[config.mk]
export PLATFORM = sky130hd
export DESIGN_NAME = ccv_regs
export DESIGN_NICKNAME = d
export VERILOG_FILES = /design/src/inc/ccv_pkg.sv /design/src/ccv_regs.sv
export SDC_FILE = /design/constraint.sdc
export NUM_CORES = 1
export LEC_CHECK = 0
export ABC_AREA = 0
export BUFFER_PORTS_ARGS = -buffer_cell sky130_fd_sc_hd__buf_2
export CAP_MARGIN = 30
export CORE_AREA = 2 2 58 101
export DETAILED_ROUTE_END_ITERATION = 10
export DIE_AREA = 0 0 60 103
export PLACE_DENSITY = 0.57
export SKIP_CTS_REPAIR_TIMING = 1
export SYNTH_ARGS = -nofsm -noshare
export SYNTH_HDL_FRONTEND = slang
export SYNTH_SLANG_ARGS = --single-unit
[constraint.sdc]
create_clock -name ref_clk_i -period 4.9 [get_ports ref_clk_i]
set_clock_uncertainty 0.2 [all_clocks]
set_input_delay 0.98 -clock ref_clk_i [delete_from_list [all_inputs] [get_ports ref_clk_i]]
set_output_delay 0.98 -clock ref_clk_i [all_outputs]
set_load 0.01 [all_outputs]
[src/inc/ccv_pkg.sv]
package ccv_pkg;

  // Register addresses on the register-bank access port.
  localparam logic [7:0] CTL3_ADDR = 8'h13;
  localparam logic [7:0] CTL4_ADDR = 8'h14;
  localparam logic [7:0] CTL5_ADDR = 8'h15;

  // Field positions.
  localparam int PRE_MSB = 5;
  localparam int PRE_TRIM_LSB = 3;
  localparam int PRE_TRIM_MSB = 4;
  localparam int DEAD_TIMER_LSB = 6;
  localparam int DEAD_TIMER_MSB = 7;
  localparam int DEAD_MSB = 5;
  localparam int DEAD_TRIM_LO = 2;
  localparam int DEAD_TRIM_HI = 4;
  localparam int RESTART_BIT = 6;
  localparam int VREG_MSB = 5;

  // Untrimmed reset values.
  localparam logic [7:0] CTL3_RST = 8'h08;
  localparam logic [7:0] CTL4_RST = 8'h04;
  localparam logic [7:0] CTL5_RST = 8'h1e;

  // Trim input values that reproduce the untrimmed defaults.
  localparam logic [1:0] PRE_TRIM_DEF = 2'h1;
  localparam logic [1:0] DEAD_TRIM_DEF = 2'h1;
  localparam logic RESTART_TRIM_DEF = 1'b0;
  localparam logic [5:0] VREG_TRIM_DEF = 6'h1e;

  // Dead-battery timer codes.
  localparam logic [1:0] DEAD_TIMER_5S = 2'h0;
  localparam logic [1:0] DEAD_TIMER_10S = 2'h1;
  localparam logic [1:0] DEAD_TIMER_20S = 2'h2;
  localparam logic [1:0] DEAD_TIMER_40S = 2'h3;

  // Highest regulation code; 4.60 V, codes above it saturate here.
  localparam logic [5:0] VREG_MAX_CODE = 6'h32;

  // Value returned for an unmapped read.
  localparam logic [7:0] UNMAPPED_DATA = 8'h00;

endpackage

[src/ccv_regs.sv]
`timescale 1ns/1ps
module ccv_regs #(
  parameter int ADDR_W = 8,
  parameter int DATA_W = 8
) (
  input wire logic ref_clk_i,
  input wire logic rst_i,
  input wire logic wr_en_i,
  input wire logic rd_en_i,
  input wire logic [ADDR_W-1:0] addr_i,
  input wire logic [DATA_W-1:0] wdata_i,
  input wire logic charger_config_lock_i,
  input wire logic [1:0] precharge_trim_i,
  input wire logic [1:0] dead_battery_trim_i,
  input wire logic recharge_trim_i,
  input wire logic [5:0] regulation_trim_i,
  output logic [DATA_W-1:0] rdata_o,
  output logic rdata_valid_o,
  output logic [5:0] precharge_current_o,
  output logic [1:0] dead_battery_timer_o,
  output logic [5:0] dead_battery_current_o,
  output logic recharge_threshold_sel_o,
  output logic [5:0] regulation_code_o
);

  logic [DATA_W-1:0] ctl3_reg;
  logic [DATA_W-1:0] ctl4_reg;
  logic [DATA_W-1:0] ctl5_reg;
  logic [DATA_W-1:0] ctl3_rst;
  logic [DATA_W-1:0] ctl4_rst;
  logic [DATA_W-1:0] ctl5_rst;
  logic [DATA_W-1:0] rdata_next;
  logic [5:0] regulation_next;
  logic wr_ok;
  logic sel3;
  logic sel4;
  logic sel5;

  assign sel3 = (addr_i == ADDR_W'(ccv_pkg::CTL3_ADDR));
  assign sel4 = (addr_i == ADDR_W'(ccv_pkg::CTL4_ADDR));
  assign sel5 = (addr_i == ADDR_W'(ccv_pkg::CTL5_ADDR));

  assign wr_ok = wr_en_i && !charger_config_lock_i;

  // Trimmed reset images; reserved bits come from the all-zero upper bits.
  always_comb begin
    ctl3_rst = DATA_W'(ccv_pkg::CTL3_RST);
    ctl3_rst[ccv_pkg::PRE_TRIM_MSB:ccv_pkg::PRE_TRIM_LSB] = precharge_trim_i;
    ctl4_rst = DATA_W'(ccv_pkg::CTL4_RST);
    ctl4_rst[ccv_pkg::DEAD_TRIM_LO] = dead_battery_trim_i[0];
    ctl4_rst[ccv_pkg::DEAD_TRIM_HI] = dead_battery_trim_i[1];
    ctl5_rst = DATA_W'(ccv_pkg::CTL5_RST);
    ctl5_rst[ccv_pkg::RESTART_BIT] = recharge_trim_i;
    ctl5_rst[ccv_pkg::VREG_MSB:0] = regulation_trim_i;
  end

  always_ff @(posedge ref_clk_i) begin
    if (rst_i) begin
      ctl3_reg <= ctl3_rst;
    end else if (wr_ok && sel3) begin
      ctl3_reg <= wdata_i;
    end
  end

  always_ff @(posedge ref_clk_i) begin
    if (rst_i) begin
      ctl4_reg <= ctl4_rst;
    end else if (wr_ok && sel4) begin
      ctl4_reg <= wdata_i;
    end
  end

  always_ff @(posedge ref_clk_i) begin
    if (rst_i) begin
      ctl5_reg <= ctl5_rst;
    end else if (wr_ok && sel5) begin
      ctl5_reg <= wdata_i;
    end
  end

  always_comb begin
    rdata_next = DATA_W'(ccv_pkg::UNMAPPED_DATA);
    if (sel3) begin
      rdata_next = ctl3_reg;
    end else if (sel4) begin
      rdata_next = ctl4_reg;
    end else if (sel5) begin
      rdata_next = ctl5_reg;
    end
  end

  always_ff @(posedge ref_clk_i) begin
    if (rst_i) begin
      rdata_o <= '0;
      rdata_valid_o <= 1'b0;
    end else begin
      rdata_valid_o <= rd_en_i;
      if (rd_en_i) begin
        rdata_o <= rdata_next;
      end
    end
  end

  always_comb begin
    regulation_next = ctl5_reg[ccv_pkg::VREG_MSB:0];
    if (regulation_next > ccv_pkg::VREG_MAX_CODE) begin
      regulation_next = ccv_pkg::VREG_MAX_CODE;
    end
  end

  // The voltage setpoint follows the stored field one cycle later.
  always_ff @(posedge ref_clk_i) begin
    if (rst_i) begin
      regulation_code_o <= ccv_pkg::VREG_TRIM_DEF;
    end else begin
      regulation_code_o <= regulation_next;
    end
  end

  assign precharge_current_o = ctl3_reg[ccv_pkg::PRE_MSB:0];
  assign dead_battery_timer_o = ctl4_reg[ccv_pkg::DEAD_TIMER_MSB:ccv_pkg::DEAD_TIMER_LSB];
  assign dead_battery_current_o = ctl4_reg[ccv_pkg::DEAD_MSB:0];
  assign recharge_threshold_sel_o = ctl5_reg[ccv_pkg::RESTART_BIT];
endmodule

==> results_dict.tcl <==
set metrics [dict create \
    viasPerCell 4.745 \
    track_usage_pct 13.82 \
    pin_count 62 \
    worst_pin_slew_ps 649.0 \
    met3_usage_pct 2.760 \
    antenna_found_initial 0 \
    drc 0 \
    p_per_area_nw_per_um2 282.3 \
    power_switching_share_pct 23.65 \
    critPathSlowestCell "nor2b_1" \
    cts_root_buf "clkbuf_8" \
    routedWlPerCell_um 13.78 \
    avgSynthCellArea_um2 10.87 \
    dp_hpwl_um 3226 \
    final_cell_area_um2 2206 \
    crit_path_start_kind "primary input" \
    grt_overflow 0 \
    timing.final.hold_violations 0 \
    crit_arrival_ps 2160 \
    ys_ff_latch 39 \
    syn_inst 168 \
    min_from "rdata_o[5]" \
    clkLatencyLatePin_ps 280 \
    internal_power_uw 475.4 \
    grt_use_met1_pct 15.83 \
    status "finished clean" \
    grt_setup_unrepaired "false" \
    clock_sinks 39 \
    max_stage_delay_ps 520 \
    r2r_start "ctl5_reg[1]" \
    finalSetupViolCount 0 \
    seq_area_um2 890.9 \
    syn2layout_area_growth_pct 20.84 \
    cp_num_buf_inv 1 \
    drtIter0Drc 23 \
    ctsLongestPathBuffers 2 \
    critPathLaunch "addr_i[1]" \
    insertedDiodeCount 0 \
    placementRows 36 \
    cts_buffers 5 \
    vdd_drop_max_v 0.0001011 \
    initial_core_util_pct 33.49 \
    syn_area_um2 1826 \
    core_area_um2 5450 \
    fin_crit_ps 2400 \
    htreeDepth 2 \
    critPathTopFamily "simple AND/OR/NAND/NOR gates" \
    grt_pass1_wl_um 6292 \
    ant_nets 0 \
    crit_type "primary input to flop" \
    crit_fanout 9 \
    crit_path_end_kind "flop" \
    drive_above_1_share_pct 32.43 \
    switchingPower_uw 147.3 \
    vias 1414 \
    period_share_pct 48.97 \
    tns_ps 0 \
    clockPowerShare_pct 32.2 \
    grt_pass1_vias 1336 \
    totalWireLength_um 4105 \
    yosysUniqueCellTypes 29 \
    cp_data_required_time_ps 4660 \
    die_y_um 103 \
    combPwrFrac_pct 11.0 \
    cap_violations 0 \
    grt_util_met2_pct 22.91 \
    drv_slew 0 \
    gp_congestion 0.7801 \
    min_path_type "flop to flop" \
    seq_area_frac_synth_pct 48.80 \
    crit_chain "buf_2, nor2b_1, nand4_1, nand2b_1" \
    cts_tree "built" \
    seq_power_share_pct 56.8 \
    yosys_warnings 0 \
    dr.pass1.iters 4 \
    die_w_um 60 \
    synthesis.nets 200 \
    grt_busiest_layer "met2" \
    fill_cells 563 \
    relSlewSlack_pct 56.65 \
    num-nets-final 253 \
    grt_max_degree 44 \
    leakage_nw 1.029 \
    dpl_cell_area_um2 2126 \
    multiInputGateArea_um2 834.6 \
    portBuffers 61 \
    design.die.area_um2 6180 \
    clkTransAtPathRegs_ps 70 \
    fmax_mhz 416.7 \
]
## per-layer routing
| layer | vias to the layer above | wire (um) |
|---|---|---|
| met1 | 664 | 1674 |
| li1 | 696 | - |
| met3 | 9 | 166 |
| met5 | - | 0 |
| met4 | 0 | 144 |
| met2 | 45 | 2120 |
## area by class of cell
type                            count  area share, %
Clock buffer                        6          3.290
Timing Repair Buffer               61          13.84
Clock inverter                      2         0.3403
Multi-Input combinational cell    114          37.83
Tap cell                           76          4.311
Sequential cell                    39          40.39
## per-stage QoR
step	util [%]	total power, mW	setup WS (ps)	hold slack [ps]	instances
6_report	40.47	0.6227	2500	263.7	298
5_1_grt	40.47	0.6542	2410	278.2	298
4_1_cts	40.47	0.6315	2492	269.0	298
3_5_place_dp	39.00	0.4311	2201	250.9	290
3_3_place_gp	39.00	0.4308	2223	246.2	290
2_1_floorplan	-	0.4015	2565	247.4	168
## cell usage after synthesis
master | count | area share, %
or2_2 | 1 | 0.34
dfxtp_1 | 28 | 31
nand3_4 | 2 | 1.9
and2_1 | 8 | 2.7
mux2i_1 | 13 | 7.1
o21ai_0 | 3 | 0.82
nor2_1 | 5 | 1.0
a32o_1 | 8 | 4.4
nor4b_4 | 1 | 1.3
edfxtp_1 | 11 | 18
clkbuf_1 | 5 | 1.0
buf_4 | 6 | 2.5
buf_2 | 1 | 0.27
nand2b_1 | 25 | 8.6
nand2_1 | 19 | 3.9
and3b_1 | 1 | 0.48
nor3b_4 | 2 | 2.1
or2b_1 | 7 | 2.9
a221o_1 | 8 | 4.4
o21ai_1 | 2 | 0.55
clkbuf_2 | 1 | 0.27
nor3_1 | 1 | 0.27
buf_6 | 1 | 0.62
nor3b_1 | 1 | 0.41
buf_8 | 1 | 0.82
nand4_1 | 1 | 0.34
and3_1 | 1 | 0.34
nor2b_1 | 3 | 1.0
a21o_1 | 2 | 0.82
## logic make-up (layout without fill, tap and decap cells)
family | after synthesis | count (layout) | synth area share (%)
buffers and inverters | 15 | 69 | 5.482
multiplexers | 13 | 13 | 7.128
flip-flops | 39 | 39 | 48.80
AO/OA/AOI/OAI | 23 | 23 | 10.97
AND/OR/NAND/NOR | 78 | 78 | 27.62
## cell usage in the layout, fill, tap and decap left out, types with 2 or more instances in the layout
| cell | instances |
|---|---|
| a21o_1 | 2 |
| a221o_1 | 8 |
| a32o_1 | 8 |
| and2_1 | 8 |
| buf_2 | 61 |
| clkbuf_8 | 5 |
| clkinv_1 | 2 |
| dfxtp_1 | 28 |
| edfxtp_1 | 11 |
| mux2i_1 | 13 |
| nand2_1 | 19 |
| nand2b_1 | 25 |
| nand3_4 | 2 |
| nor2_1 | 5 |
| nor2b_1 | 3 |
| nor3b_4 | 2 |
| o21ai_0 | 3 |
| o21ai_1 | 2 |
| or2b_1 | 7 |
## final timing paths
check,end,slack (ps),cells after the start
max,ctl5_reg[3],2500,4
min,rdata_o[5],260,1
min reg2reg,rdata_o[5],260,1
max reg2reg,rdata_o[1],3440,3
## power groups by stage
| stage | Combinational (mW) | Clock, mW | Sequential [mW] |
|---|---|---|---|
| CTS | 0.0700 | 0.208 | 0.354 |
| floorplan | 0.0403 | 0 | 0.361 |
| global route | 0.0765 | 0.223 | 0.355 |
| detailed placement | 0.0698 | 0 | 0.361 |
| global placement | 0.0697 | 0 | 0.361 |
| finish | 0.0685 | 0.201 | 0.353 |
(Power assumes the default switching activity.)
